## config.mk

```make
export PLATFORM = sky130hd
export DESIGN_NAME = mtm_sequencer
export DESIGN_NICKNAME = d
export VERILOG_FILES = /design/src/pkg/mtm_pkg.sv /design/src/rtl/mtm_read_checker.sv /design/src/rtl/mtm_sequencer.sv
export VERILOG_INCLUDE_DIRS = /design/src /design/src/pkg
export SDC_FILE = /design/constraint.sdc
export NUM_CORES = 1
export LEC_CHECK = 0
export ABC_AREA = 1
export BUFFER_PORTS_ARGS = -buffer_cell sky130_fd_sc_hd__buf_2
export CAP_MARGIN = 20
export CORE_MARGIN = 4
export CORE_UTILIZATION = 54
export DETAILED_ROUTE_END_ITERATION = 10
export PLACE_DENSITY = 0.76
export SLEW_MARGIN = 15
export SYNTH_ARGS = -nofsm -noshare
export SYNTH_HDL_FRONTEND = slang
export SYNTH_HIERARCHICAL = 1
export SYNTH_SLANG_ARGS = --single-unit
```

## constraint.sdc

```tcl
create_clock -name clk_sys -period 6.12 [get_ports clk_sys]
set_input_delay 0.306 -clock clk_sys [delete_from_list [all_inputs] [get_ports clk_sys]]
set_output_delay 0.306 -clock clk_sys [all_outputs]
set_load 0.02 [all_outputs]
```

## src/pkg/mtm_map.svh

```systemverilog
// constants for the memory self-test sequencer
`ifndef MTM_MAP_SVH
`define MTM_MAP_SVH

// memory geometry
`define MTM_DW 16
`define MTM_AW 10

// burst program: twelve steps, 0 to 11
`define MTM_STEP_W 4
`define MTM_BURST_LAST 4'hB

// march c-: six elements, descending from element 3
`define MTM_ELEM_LAST 3'h5
`define MTM_ELEM_DOWN 3'h3
`define MTM_MARCH_ACC 16'hA
`define MTM_ACC_W 16

`endif

```

## src/pkg/mtm_pkg.sv

```systemverilog
// types for the memory self-test sequencer
`include "mtm_map.svh"
package mtm_pkg;

  typedef enum logic [1:0] {
    MTM_UM_TRANSPARENT,
    MTM_UM_ONLINE,
    MTM_UM_OFFLINE,
    MTM_UM_PRODUCTION
  } mtm_use_model_t;

  typedef enum logic {MTM_T_BURST, MTM_T_MARCH} mtm_test_t;

  typedef enum logic [1:0] {MTM_DS_FIXED, MTM_DS_FIRST, MTM_DS_SECOND} mtm_data_src_t;

  typedef enum logic [1:0] {MTM_D_FP, MTM_D_NFP, MTM_D_FIRST, MTM_D_SECOND} mtm_dsel_t;

  typedef enum {MTM_ST_IDLE, MTM_ST_BURST, MTM_ST_MARCH} mtm_state_t;

  typedef struct packed {
    logic              rd_en;
    logic [`MTM_AW-1:0] rd_addr;
    logic              wr_en;
    logic [`MTM_AW-1:0] wr_addr;
    logic [`MTM_DW-1:0] wr_data;
  } mtm_mem_req_t;

  typedef struct packed {
    logic      rd;
    logic      rd_odd;
    mtm_dsel_t rd_exp;
    logic      wr;
    logic      wr_odd;
    mtm_dsel_t wr_dat;
    logic      save;
  } mtm_burst_t;

  typedef struct packed {
    logic wr;
    logic inv;
    logic last;
  } mtm_op_t;

endpackage : mtm_pkg

```

## src/rtl/mtm_read_checker.sv

```systemverilog
// read-data compare with sticky failure flag
`timescale 1ns/10ps
`include "mtm_map.svh"
module mtm_read_checker (
  input  logic               clk_sys,
  input  logic               rst,
  input  logic               chk_en,
  input  logic [`MTM_DW-1:0] chk_exp,
  input  logic [`MTM_DW-1:0] rd_data,
  input  logic               clear,
  output logic               fail,
  output logic               mismatch
);

  logic               en_r;
  logic [`MTM_DW-1:0] exp_r;
  logic               fail_r;
  logic               mis_r;

  // one stage aligns the expectation with the returning read data
  wire miss_w = en_r & (rd_data != exp_r);

  always_ff @(posedge clk_sys) begin
    if (rst) begin
      en_r   <= 1'b0;
      exp_r  <= '0;
      fail_r <= 1'b0;
      mis_r  <= 1'b0;
    end else begin
      en_r  <= chk_en;
      exp_r <= chk_exp;
      mis_r <= miss_w;
      // set beats clear so a miss in the clear cycle survives
      if (miss_w) begin
        fail_r <= 1'b1;
      end else if (clear) begin
        fail_r <= 1'b0;
      end
    end
  end

  assign fail     = fail_r;
  assign mismatch = mis_r;
endmodule : mtm_read_checker

```

## src/rtl/mtm_sequencer.sv

```systemverilog
// memory self-test sequencer: two-port transparent burst and march c-
`timescale 1ns/10ps
`include "mtm_map.svh"
module mtm_sequencer (
  input  logic                   clk_sys,
  input  logic                   rst,
  input  logic                   start,
  input  mtm_pkg::mtm_test_t     test_sel,
  input  mtm_pkg::mtm_use_model_t use_model,
  input  logic                   run_at_boot,
  input  logic                   start_at_m,
  input  logic [1:0]             column_mux_width,
  input  logic [`MTM_DW-1:0]     fixed_pattern,
  input  logic [`MTM_AW-1:0]     low_bound_address,
  input  logic [`MTM_AW-1:0]     high_bound_address,
  input  mtm_pkg::mtm_data_src_t data_source_select,
  input  logic                   save_wr_en,
  input  logic                   save_wr_sel,
  input  logic [`MTM_DW-1:0]     save_wr_data,
  input  logic [`MTM_DW-1:0]     rd_data,
  output mtm_pkg::mtm_mem_req_t  mem_req,
  output logic                   busy,
  output logic                   done,
  output logic                   start_refused,
  output logic                   fail,
  output logic                   mismatch,
  output logic [`MTM_DW-1:0]     save_reg_first,
  output logic [`MTM_DW-1:0]     save_reg_second
);

  localparam int AW = `MTM_AW;
  localparam int DW = `MTM_DW;
  localparam mtm_pkg::mtm_dsel_t D_FP = mtm_pkg::MTM_D_FP;
  localparam mtm_pkg::mtm_dsel_t D_NFP = mtm_pkg::MTM_D_NFP;
  localparam mtm_pkg::mtm_dsel_t D_SF = mtm_pkg::MTM_D_FIRST;
  localparam mtm_pkg::mtm_dsel_t D_SS = mtm_pkg::MTM_D_SECOND;

  mtm_pkg::mtm_state_t   st_r, st_nxt;
  logic [`MTM_STEP_W-1:0] step_r, step_nxt;
  logic [AW-1:0]         n_r, n_nxt, addr_r, addr_nxt;
  logic [2:0]            elem_r, elem_nxt;
  logic                  op_r, op_nxt;
  mtm_pkg::mtm_mem_req_t req_r, req_nxt;
  logic                  chk_en_r, chk_en_nxt;
  logic [DW-1:0]         chk_exp_r, chk_exp_nxt, sf_r, ss_r;
  logic [1:0]            tag_r, tag_nxt, tag_d_r;
  logic                  done_r, done_nxt, refused_r, boot_pend_r;
  logic [`MTM_ACC_W-1:0] acc_r;
  mtm_pkg::mtm_burst_t   bop_w;
  mtm_pkg::mtm_op_t      mop_w;

  // row-first stepping: add one row, or subtract one when descending; on row wrap move one column the same way
  function automatic logic [AW-1:0] row_step(input logic [AW-1:0] a,
                                             input logic [1:0]    cmw,
                                             input logic          up,
                                             input logic [AW-1:0] lo,
                                             input logic [AW-1:0] hi);
    logic [AW:0]   s;
    logic [AW-1:0] colm;
    logic [AW-1:0] rinc;
    rinc = AW'(1) << cmw;
    colm = rinc - AW'(1);
    s    = up ? ({1'b0, a} + {1'b0, rinc}) : ({1'b0, a} - {1'b0, rinc});
    // rows wrap at the range bounds, not at the end of the address space
    if (up ? (s <= {1'b0, hi}) : (!s[AW] && (s[AW-1:0] >= lo))) begin
      row_step = s[AW-1:0];
    end else if (up) begin
      row_step = (lo & ~colm) | (((a & colm) + AW'(1)) & colm);
    end else begin
      row_step = (hi & ~colm) | (((a & colm) - AW'(1)) & colm);
    end
  endfunction : row_step

  // burst program: read, read-port fields, write, write-port fields, save
  function automatic mtm_pkg::mtm_burst_t burst_tab(input logic [`MTM_STEP_W-1:0] s);
    unique case (s)
      4'h0: burst_tab = '{1'b1, 1'b0, D_FP, 1'b0, 1'b0, D_FP, 1'b1};
      4'h1: burst_tab = '{1'b1, 1'b1, D_FP, 1'b0, 1'b0, D_FP, 1'b1};
      4'h2: burst_tab = '{1'b0, 1'b0, D_FP, 1'b1, 1'b0, D_FP, 1'b0};
      4'h3: burst_tab = '{1'b1, 1'b0, D_FP, 1'b1, 1'b1, D_NFP, 1'b0};
      4'h4: burst_tab = '{1'b1, 1'b1, D_NFP, 1'b1, 1'b0, D_FP, 1'b0};
      4'h5: burst_tab = '{1'b0, 1'b0, D_FP, 1'b1, 1'b0, D_NFP, 1'b0};
      4'h6: burst_tab = '{1'b1, 1'b0, D_NFP, 1'b1, 1'b1, D_FP, 1'b0};
      4'h7: burst_tab = '{1'b1, 1'b1, D_FP, 1'b1, 1'b0, D_NFP, 1'b0};
      4'h8: burst_tab = '{1'b0, 1'b0, D_FP, 1'b1, 1'b0, D_SF, 1'b0};
      4'h9: burst_tab = '{1'b0, 1'b0, D_FP, 1'b1, 1'b1, D_SS, 1'b0};
      4'hA: burst_tab = '{1'b1, 1'b0, D_SF, 1'b0, 1'b0, D_FP, 1'b0};
      4'hB: burst_tab = '{1'b1, 1'b1, D_SS, 1'b0, 1'b0, D_FP, 1'b0};
      default: burst_tab = '{1'b0, 1'b0, D_FP, 1'b0, 1'b0, D_FP, 1'b0};
    endcase
  endfunction : burst_tab

  // march c- elements: write, inverted pattern, last op of the element
  function automatic mtm_pkg::mtm_op_t march_tab(input logic [2:0] e, input logic i);
    unique case (e)
      3'h0:    march_tab = '{1'b1, 1'b0, 1'b1};
      3'h1:    march_tab = '{i, i, i};
      3'h2:    march_tab = '{i, ~i, i};
      3'h3:    march_tab = '{i, i, i};
      3'h4:    march_tab = '{i, ~i, i};
      3'h5:    march_tab = '{1'b0, 1'b0, 1'b1};
      default: march_tab = '{1'b0, 1'b0, 1'b1};
    endcase
  endfunction : march_tab

  function automatic logic [DW-1:0] pick(input mtm_pkg::mtm_dsel_t d,
                                         input logic [DW-1:0]     fp,
                                         input logic [DW-1:0]     sf,
                                         input logic [DW-1:0]     ss);
    unique case (d)
      mtm_pkg::MTM_D_FP:    pick = fp;
      mtm_pkg::MTM_D_NFP:   pick = ~fp;
      mtm_pkg::MTM_D_FIRST: pick = sf;
      mtm_pkg::MTM_D_SECOND: pick = ss;
    endcase
  endfunction : pick

  wire [AW-1:0] m_w = AW'(1) << column_mux_width;
  wire [AW-1:0] nb_w = n_r + m_w;
  wire          idle_w = st_r == mtm_pkg::MTM_ST_IDLE;
  wire          go_w = idle_w & (start | (boot_pend_r & run_at_boot));
  wire          march_sel_w = test_sel == mtm_pkg::MTM_T_MARCH;
  // destroying contents is not allowed while the memory is in service
  wire          refuse_w = go_w & march_sel_w
                           & (use_model == mtm_pkg::MTM_UM_TRANSPARENT);
  wire          launch_w = go_w & ~refuse_w;
  wire [AW+1:0] reach_w = {2'b00, n_r} + {2'b00, m_w} + {1'b0, m_w, 1'b0};
  wire          burst_last_w = reach_w > {2'b00, high_bound_address};
  wire          down_w = elem_r >= `MTM_ELEM_DOWN;
  wire          next_down_w = (elem_r + 3'h1) >= `MTM_ELEM_DOWN;
  wire [AW-1:0] end_w = down_w ? low_bound_address : high_bound_address;
  wire [AW-1:0] stepped_w = row_step(addr_r, column_mux_width, ~down_w,
                                     low_bound_address, high_bound_address);
  wire [DW-1:0] base_w = (data_source_select == mtm_pkg::MTM_DS_FIRST)  ? sf_r :
                         (data_source_select == mtm_pkg::MTM_DS_SECOND) ? ss_r :
                         fixed_pattern;
  wire [DW-1:0] mdat_w = mop_w.inv ? ~base_w : base_w;

  assign bop_w = burst_tab(step_r);
  assign mop_w = march_tab(elem_r, op_r);

  always_comb begin
    st_nxt      = st_r;
    step_nxt    = step_r;
    n_nxt       = n_r;
    addr_nxt    = addr_r;
    elem_nxt    = elem_r;
    op_nxt      = op_r;
    req_nxt     = '0;
    chk_en_nxt  = 1'b0;
    chk_exp_nxt = '0;
    tag_nxt     = 2'h0;
    done_nxt    = 1'b0;
    unique case (st_r)
      mtm_pkg::MTM_ST_IDLE: begin
        if (launch_w) begin
          step_nxt = '0;
          elem_nxt = '0;
          op_nxt   = 1'b0;
          n_nxt    = start_at_m ? m_w : '0;
          addr_nxt = low_bound_address;
          st_nxt   = march_sel_w ? mtm_pkg::MTM_ST_MARCH : mtm_pkg::MTM_ST_BURST;
        end
      end
      mtm_pkg::MTM_ST_BURST: begin
        req_nxt.rd_en   = bop_w.rd;
        req_nxt.rd_addr = bop_w.rd_odd ? nb_w : n_r;
        req_nxt.wr_en   = bop_w.wr;
        req_nxt.wr_addr = bop_w.wr_odd ? nb_w : n_r;
        req_nxt.wr_data = pick(bop_w.wr_dat, fixed_pattern, sf_r, ss_r);
        chk_en_nxt      = bop_w.rd & ~bop_w.save;
        chk_exp_nxt     = pick(bop_w.rd_exp, fixed_pattern, sf_r, ss_r);
        tag_nxt         = {bop_w.rd & bop_w.save, bop_w.rd_odd};
        step_nxt        = step_r + 4'h1;
        if (step_r == `MTM_BURST_LAST) begin
          step_nxt = '0;
          if (burst_last_w) begin
            st_nxt   = mtm_pkg::MTM_ST_IDLE;
            done_nxt = 1'b1;
          end else begin
            n_nxt = n_r + {m_w[AW-2:0], 1'b0};
          end
        end
      end
      mtm_pkg::MTM_ST_MARCH: begin
        req_nxt.rd_en   = ~mop_w.wr;
        req_nxt.rd_addr = addr_r;
        req_nxt.wr_en   = mop_w.wr;
        req_nxt.wr_addr = addr_r;
        req_nxt.wr_data = mdat_w;
        chk_en_nxt      = ~mop_w.wr;
        chk_exp_nxt     = mdat_w;
        op_nxt          = ~mop_w.last;
        if (mop_w.last) begin
          if (addr_r != end_w) begin
            addr_nxt = stepped_w;
          end else if (elem_r == `MTM_ELEM_LAST) begin
            st_nxt   = mtm_pkg::MTM_ST_IDLE;
            done_nxt = 1'b1;
          end else begin
            elem_nxt = elem_r + 3'h1;
            addr_nxt = next_down_w ? high_bound_address : low_bound_address;
          end
        end
      end
    endcase
  end

  always_ff @(posedge clk_sys) begin
    if (rst) begin
      st_r        <= mtm_pkg::MTM_ST_IDLE;
      step_r      <= '0;
      n_r         <= '0;
      addr_r      <= '0;
      elem_r      <= '0;
      op_r        <= 1'b0;
      req_r       <= '0;
      chk_en_r    <= 1'b0;
      chk_exp_r   <= '0;
      tag_r       <= 2'h0;
      tag_d_r     <= 2'h0;
      done_r      <= 1'b0;
      refused_r   <= 1'b0;
      boot_pend_r <= 1'b1;
      acc_r       <= '0;
    end else begin
      st_r        <= st_nxt;
      step_r      <= step_nxt;
      n_r         <= n_nxt;
      addr_r      <= addr_nxt;
      elem_r      <= elem_nxt;
      op_r        <= op_nxt;
      req_r       <= req_nxt;
      chk_en_r    <= chk_en_nxt;
      chk_exp_r   <= chk_exp_nxt;
      tag_r       <= tag_nxt;
      tag_d_r     <= tag_r;
      done_r      <= done_nxt;
      refused_r   <= refuse_w;
      // the boot request is looked at once, in the first idle cycle
      boot_pend_r <= boot_pend_r & ~idle_w;
      acc_r       <= launch_w ? '0 : acc_r + `MTM_ACC_W'(st_r == mtm_pkg::MTM_ST_MARCH);
    end
  end

  // captured read data beats a software write in the same cycle
  always_ff @(posedge clk_sys) begin
    if (rst) begin
      sf_r <= '0;
      ss_r <= '0;
    end else begin
      if (tag_d_r[1] && !tag_d_r[0]) begin
        sf_r <= rd_data;
      end else if (save_wr_en && !save_wr_sel) begin
        sf_r <= save_wr_data;
      end
      if (tag_d_r[1] && tag_d_r[0]) begin
        ss_r <= rd_data;
      end else if (save_wr_en && save_wr_sel) begin
        ss_r <= save_wr_data;
      end
    end
  end

  mtm_read_checker u_chk (
    .clk_sys  (clk_sys),
    .rst      (rst),
    .chk_en   (chk_en_r),
    .chk_exp  (chk_exp_r),
    .rd_data  (rd_data),
    .clear    (launch_w),
    .fail     (fail),
    .mismatch (mismatch)
  );

  assign mem_req         = req_r;
  assign busy            = ~idle_w;
  assign done            = done_r;
  assign start_refused   = refused_r;
  assign save_reg_first  = sf_r;
  assign save_reg_second = ss_r;

  wire [`MTM_ACC_W-1:0] ent_w = `MTM_ACC_W'({1'b0, high_bound_address}
                                - {1'b0, low_bound_address}) + `MTM_ACC_W'(1);
  wire [`MTM_ACC_W-1:0] acc_exp_w = `MTM_ACC_W'(`MTM_MARCH_ACC * ent_w);
endmodule : mtm_sequencer

```

== Word level (Yosys, flattened, before mapping) ==
Memories as Yosys holds them, arrays and structs flattened. A register that Yosys moved wholly into a read port is not among the register bits.
Cells that the tools add are included.
Widths: inputs -> output; s select.

* Memory bits (read-only): 144
* Bits in latches: 0
* Memories: 1
* Memory bits (writable): 0
* Register bits: 173

* Reductions and logical operators: 28
* Multiply operators: 0
* $add $sub $neg: 11
* Shift operators: 1
* Muxes and demuxes: 58
* Order comparisons: 5
* Equal/unequal tests: 27
* Bitwise gates (word level): 27
* Div/mod/pow operators: 0

{| class="wikitable"
|+ Memories
! memory !! words !! width !! rd ports !! clocked after Yosys merged registers in !! write ports !! RTL line !! text
|-
| (no name shown) || 16 || 9 || 1 || 1 || 0 || mtm_sequencer.sv:76 || <nowiki>unique case (s)</nowiki>
|}

{| class="wikitable"
|+ Operators by type and width
! cell !! count
|-
| $mux 32 || 6
|-
| $mux 10 || 14
|-
| $pmux 16 s4 || 2
|-
| $mux 16 || 7
|-
| $pmux 32 s3 || 1
|-
| $pmux 38 s2 || 1
|-
| $logic_not 32->1 || 2
|-
| $and 10x10->10 || 5
|-
| $pmux 10 s2 || 2
|-
| $eq 32x1->1 const B || 1
|-
| $eq 32x2->1 const B || 1
|-
| $not 16->16 || 2
|-
| $pmux 16 s2 || 1
|-
| $add 10x10->11 || 2
|-
| $add 10x10->10 || 2
|-
| $or 10x10->10 || 2
|-
| $sub 10x1->10 const B || 2
|-
| $mux 4 || 4
|-
| $ne 16x16->1 || 1
|-
| $ne 2x2->1 const B || 8
|-
| $add 11x11->12 || 1
|-
| $gt 12x10->1 || 1
|-
| $mux 3 || 4
|-
| $le 11x10->1 || 1
|-
| 36 further kinds || 84
|}

== Longest topological paths before layout ==
* Depth after elaboration: 11
* Gate-level depth with buffers: 28
* Mapped depth without buffers: 27

== Hierarchy ==
Netlist, hierarchy kept.

{| class="wikitable"
|+ Modules (own cells, without submodules)
! module !! cells an instance !! area each (um2) !! seq. area each (um2) !! instances
|-
| mtm_sequencer || 1,539 || 9,947.0 || 2,662.6 || 1
|-
| mtm_read_checker || 152 || 885.8 || 380.4 || 1
|}

== Worst setup path after synthesis ==
OpenSTA, ideal clock, no wires.

* Path kind: reg2reg
* Start point: register elem_r[0]
* End point: register addr_r[4]
* Setup time: 0.066 ns
* Stages on the path, launching flop included: 25
* Data required time: 6.054 ns
* Data arrival time: 3.789 ns
* Path slack: 2.265 ns
* Cells stage by stage: dfxtp_1 ha_1 ha_1 nor2_2 nand2_2 buf_4 clkbuf_1 nand2_1 o21ai_0 fa_1 a21oi_1 nor2_1 nor2_1 xor2_1 ha_1 nand2_1 nor2_1 o211ai_1 nand4_1 nand3_1 clkbuf_1 nand3_1 nand3_1 nand2_1 a21oi_2

* Cells in the longest elaborated chain, start to end: 9

{| class="wikitable"
|+ RTL lines
! item !! RTL line !! text
|-
| start, declared || mtm_sequencer.sv:41 || <nowiki>logic [2:0] elem_r, elem_nxt;</nowiki>
|-
| start signal, assigned || mtm_sequencer.sv:231 || <nowiki>elem_r <= elem_nxt;</nowiki>
|-
| $ge 3x2->1 (no line) || -- ||
|-
| $mux 11 || mtm_sequencer.sv:63 || <nowiki>s = up ? ({1'b0, a} + {1'b0, rinc}) : ({1'b0, a} - {1'b0, rinc});</nowiki>
|-
| $ge 10x10->1 or $logic_not 1->1 (tied branches) || mtm_sequencer.sv:65 || <nowiki>if (up ? (s <= {1'b0, hi}) : (!s[AW] && (s[AW-1:0] >= lo))) begin</nowiki>
|-
| $logic_and 1x1->1 || mtm_sequencer.sv:65 ||
|-
| $mux 1 || mtm_sequencer.sv:65 ||
|-
| $mux 10 || mtm_sequencer.sv:65 ||
|-
| $mux 10 || mtm_sequencer.sv:195 || <nowiki>if (addr_r != end_w) begin</nowiki>
|-
| $mux 10 || mtm_sequencer.sv:194 || <nowiki>if (mop_w.last) begin</nowiki>
|-
| $pmux 10 s2 || mtm_sequencer.sv:154 || <nowiki>unique case (st_r)</nowiki>
|-
| end signal, assigned || mtm_sequencer.sv:230 || <nowiki>addr_r <= addr_nxt;</nowiki>
|-
| end, declared || mtm_sequencer.sv:40 || <nowiki>logic [AW-1:0] n_r, n_nxt, addr_r, addr_nxt;</nowiki>
|}

Several ways; a longest one is shown, not always the timed one. The select of a mux whose other input is x is not followed.
A chain may end at the register's enable or synchronous reset.

== Final worst setup path ==
* Start point: register elem_r[0]
* End point: register addr_r[2]

The elaborated chain is that of the path after synthesis.

==> results.json <==
{
  "synth.cell_area_sq_um": 10800,
  "synth_fp_nets": 1853,
  "ant_nets": 0,
  "vias_per_cell": 5.70,
  "synth_warnings": 6,
  "seq_power_share": 0.271,
  "cp.required_ns": 6.50,
  "grt_max_degree": 68,
  "crit_arrival_ns": 5.35,
  "cts_max_level": 4,
  "portBuffers": 156,
  "place_inst": 2039,
  "firstDrtPassIters": 9,
  "yosys_register_bits": 152,
  "coreArea_sq_um": 19600,
  "die_h_um": 150,
  "r2r_end": "addr_r[2]",
  "ys_top_cells_by_area": "dfxtp_1 28%, nand2_1 12%, a21oi_1 9.1%, ha_1 8.4%, inv_1 8.3%",
  "rows": 51,
  "hold_viol": 0,
  "p_per_area_nw_per_um2": 377,
  "fin_skew_ns": 0.0107,
  "cts_num_sinks": 152,
  "ios": 157,
  "antenna_found_initial": 2,
  "hold_end": "start_refused",
  "synthCells": 1691,
  "cts_resized": 0,
  "rr_startpoint": "elem_r[0]",
  "numCtsBuffers": 17,
  "period_share": 0.813,
  "final_cells": 2075,
  "ir_worst_vdd_uv": 264,
  "clock_latency_ns": 0.44,
  "rsz0062_at_grt": "false",
  "pwr-share-comb": 0.498,
  "yosysTopAreaCellShare": 0.281,
  "path_max_fanout": 12,
  "post-place-ws_ns": 1.29,
  "period_needed_ns": 4.98,
  "start_kind": "flop",
  "slew_violations": 0,
  "fin_setup_tns_ns": 0,
  "route.detailed.drc": 0,
  "clkPwrFrac": 0.231,
  "grt_overflow": 0,
  "worstSetupPathType": "reg2reg",
  "cts_tree": "yes",
  "min-delay-start": "use_model[0]",
  "hold_class": "in2reg",
  "cts_buffer_depth": 2,
  "area_delta_synth_final_pct": 13.3,
  "status": "finished clean",
  "vias": 11800,
  "setup.worst_path.start": "elem_r[0]",
  "cts_root_buf": "clkbuf_16",
  "fillers": 1864,
  "die_x_um": 150,
  "yosysTopAreaCell": "dfxtp_1",
  "start_util": 0.553,
  "holdPathStages": 4,
  "wl_mm": 35.0,
  "worstMarginPinSlew_ns": 0.994,
  "first_global_vias": 10600,
  "drt_iter0_markers": 1641,
  "nNetsFinal": 1956,
  "layout-drive-gt1-share": 0.139,
  "power_leakage_nw": 5.83,
  "syn_avg_cell_area_sq_um": 6.41,
  "grt_first_pass_wirelength_mm": 54.7,
  "fmax_mhz": 201,
  "slew_headroom": 0.336,
  "clk_pin_slew_ns": 0.07,
  "holdWs_ns": 0.130,
  "gp_congestion": 0.975,
  "cts_setup_buffers": 0,
  "die_area_sq_um": 22400,
  "switchingPower_w": 0.00215,
  "synth.yosys.seq_area_share": 0.281,
  "synth.distinct_cells": 43,
  "endpoint_kind": "flop",
  "internal_power_w": 0.00248,
  "reg2reg_setup_slack_ns": 1.14,
  "drv_cap": 0,
  "ff2ff_path_depth": 26,
  "swShare": 0.465,
  "grt.total_usage": 0.304,
  "setup_viol": 0,
  "cts_hold_buffers": 0,
  "dp_hpwl_mm": 25.5,
  "setup_slack_ns": 1.14,
  "wl_per_cell_um": 16.9
}
[worst max-delay path, stage by stage (launching register included)]
cell and delay, ns:
dfxtp_1 0.34, ha_1 0.21, ha_1 0.20, nor2_2 0.47, nand2_2 0.22, inv_2 0.22
nand2_1 0.20, ha_1 0.38, nand2_1 0.11, inv_1 0.04, nand2_1 0.05, nand2_1 0.06
a21oi_1 0.22, nor2_1 0.07, nor2_1 0.12, xor2_1 0.29, ha_1 0.20, nand2_1 0.07
nor2_1 0.14, o211ai_1 0.13, nand4_1 0.10, nand3_1 0.33, nand2_2 0.36, nand2_1 0.08
nand3_1 0.08, nand2_1 0.10, a21oi_2 0.11
[cell usage after synthesis, drive strengths merged]
master,number
dfxtp,152
a221oi,5
o21a,2
nor2,145
inv,243
ha,73
or2,34
xor2,24
nand2,359
a31o,1
nand3b,1
nor3,13
o21ai,146
a31oi,1
and3,2
a22oi,1
o21bai,1
o31ai,3
a21o,5
a21oi,208
xnor2,5
nor3b,2
nand4,10
o211ai,8
clkinv,5
fa,7
a211o,1
buf,18
nand3,76
clkbuf,58
o22ai,81
o221ai,1
[registers in the layout, summed over array words and instances (netlist names), 3 cells and up]
name             count
mem_req             38
step_r               4
u_chk/exp_r         16
chk_exp_r           16
n_r                 10
save_reg_first      16
addr_r              10
elem_r               3
bop_w                9
save_reg_second     16
[cell families (layout without fill, tap and decap cells)]
| group | after synthesis | in the layout | synth area share |
|---|---|---|---|
| AND/OR/NAND/NOR | 642 | 642 | 0.247 |
| AO/OA/AOI/OAI | 464 | 464 | 0.235 |
| buffers and inverters | 324 | 440 | 0.116 |
| flip-flops | 152 | 152 | 0.281 |
| adder cells (fa/ha/maj) | 80 | 80 | 0.0973 |
| XOR/XNOR | 29 | 29 | 0.0234 |
| other | 0 | 3 | 0 |
[how the worst max path moves through the flow]
stage	depth (start not counted)	endpoint	slack [ns]
floorplan	24	addr_r[4]	2.26
global placement	22	addr_r[2]	1.35
detailed placement	26	addr_r[2]	1.29
CTS	26	addr_r[2]	1.25
global route	26	addr_r[2]	0.72
finish	26	addr_r[2]	1.14
[power groups by stage]
stage	clock [W]	sequential, W	combinational, W
2_1_floorplan	0	0.00127	0.00169
3_3_place_gp	0	0.00127	0.00220
3_5_place_dp	0	0.00127	0.00224
4_1_cts	0.00107	0.00125	0.00225
5_1_grt	0.00112	0.00127	0.00261
6_report	0.00107	0.00126	0.00230
[layout make-up]
class,count,area (sq um),area share
repair buffers,160,823,0.0671
inverters,248,931,0.0759
multi-input cells,1215,6540,0.533
well taps,265,332,0.0270
clock buffers,18,439,0.0358
diodes,3,7.51,0.000612
clock inverters,14,160,0.0131
flip-flops and latches,152,3040,0.248
[layout by cell type (no fill, tap or decap), drive strengths merged, types with 9 or more instances in the layout]
master | synthesis | final
a21oi | 208 | 208
buf | 18 | 160
clkbuf | 58 | 18
clkinv | 5 | 9
dfxtp | 152 | 152
ha | 73 | 73
inv | 243 | 249
nand2 | 359 | 359
nand3 | 76 | 76
nand4 | 10 | 10
nor2 | 145 | 145
nor3 | 13 | 13
o21ai | 146 | 146
o22ai | 81 | 81
or2 | 34 | 34
xor2 | 24 | 24
[per-stage QoR]
| step | utilization | total power [W] | instance area, sq um |
|---|---|---|---|
| final | 0.626 | 0.00463 | 12300 |
| after global routing | 0.626 | 0.00499 | 12300 |
| after CTS | 0.625 | 0.00457 | 12200 |
| after detailed placement | 0.594 | 0.00351 | 11600 |
| after global placement | 0.594 | 0.00347 | 11600 |
| after floorplan | - | 0.00296 | 10800 |
[layer usage]
metal / global-route usage / vias up / share of wire
met1: 0.424 / 5262 / 0.43
met3: 0.0681 / 115 / 0.11
met4: 0.129 / 2 / 0.039
met5: 0 / - / 0.00031
met2: 0.452 / 694 / 0.42
li1: - / 5761 / -
Note: power is estimated with default switching activity, not from simulation.
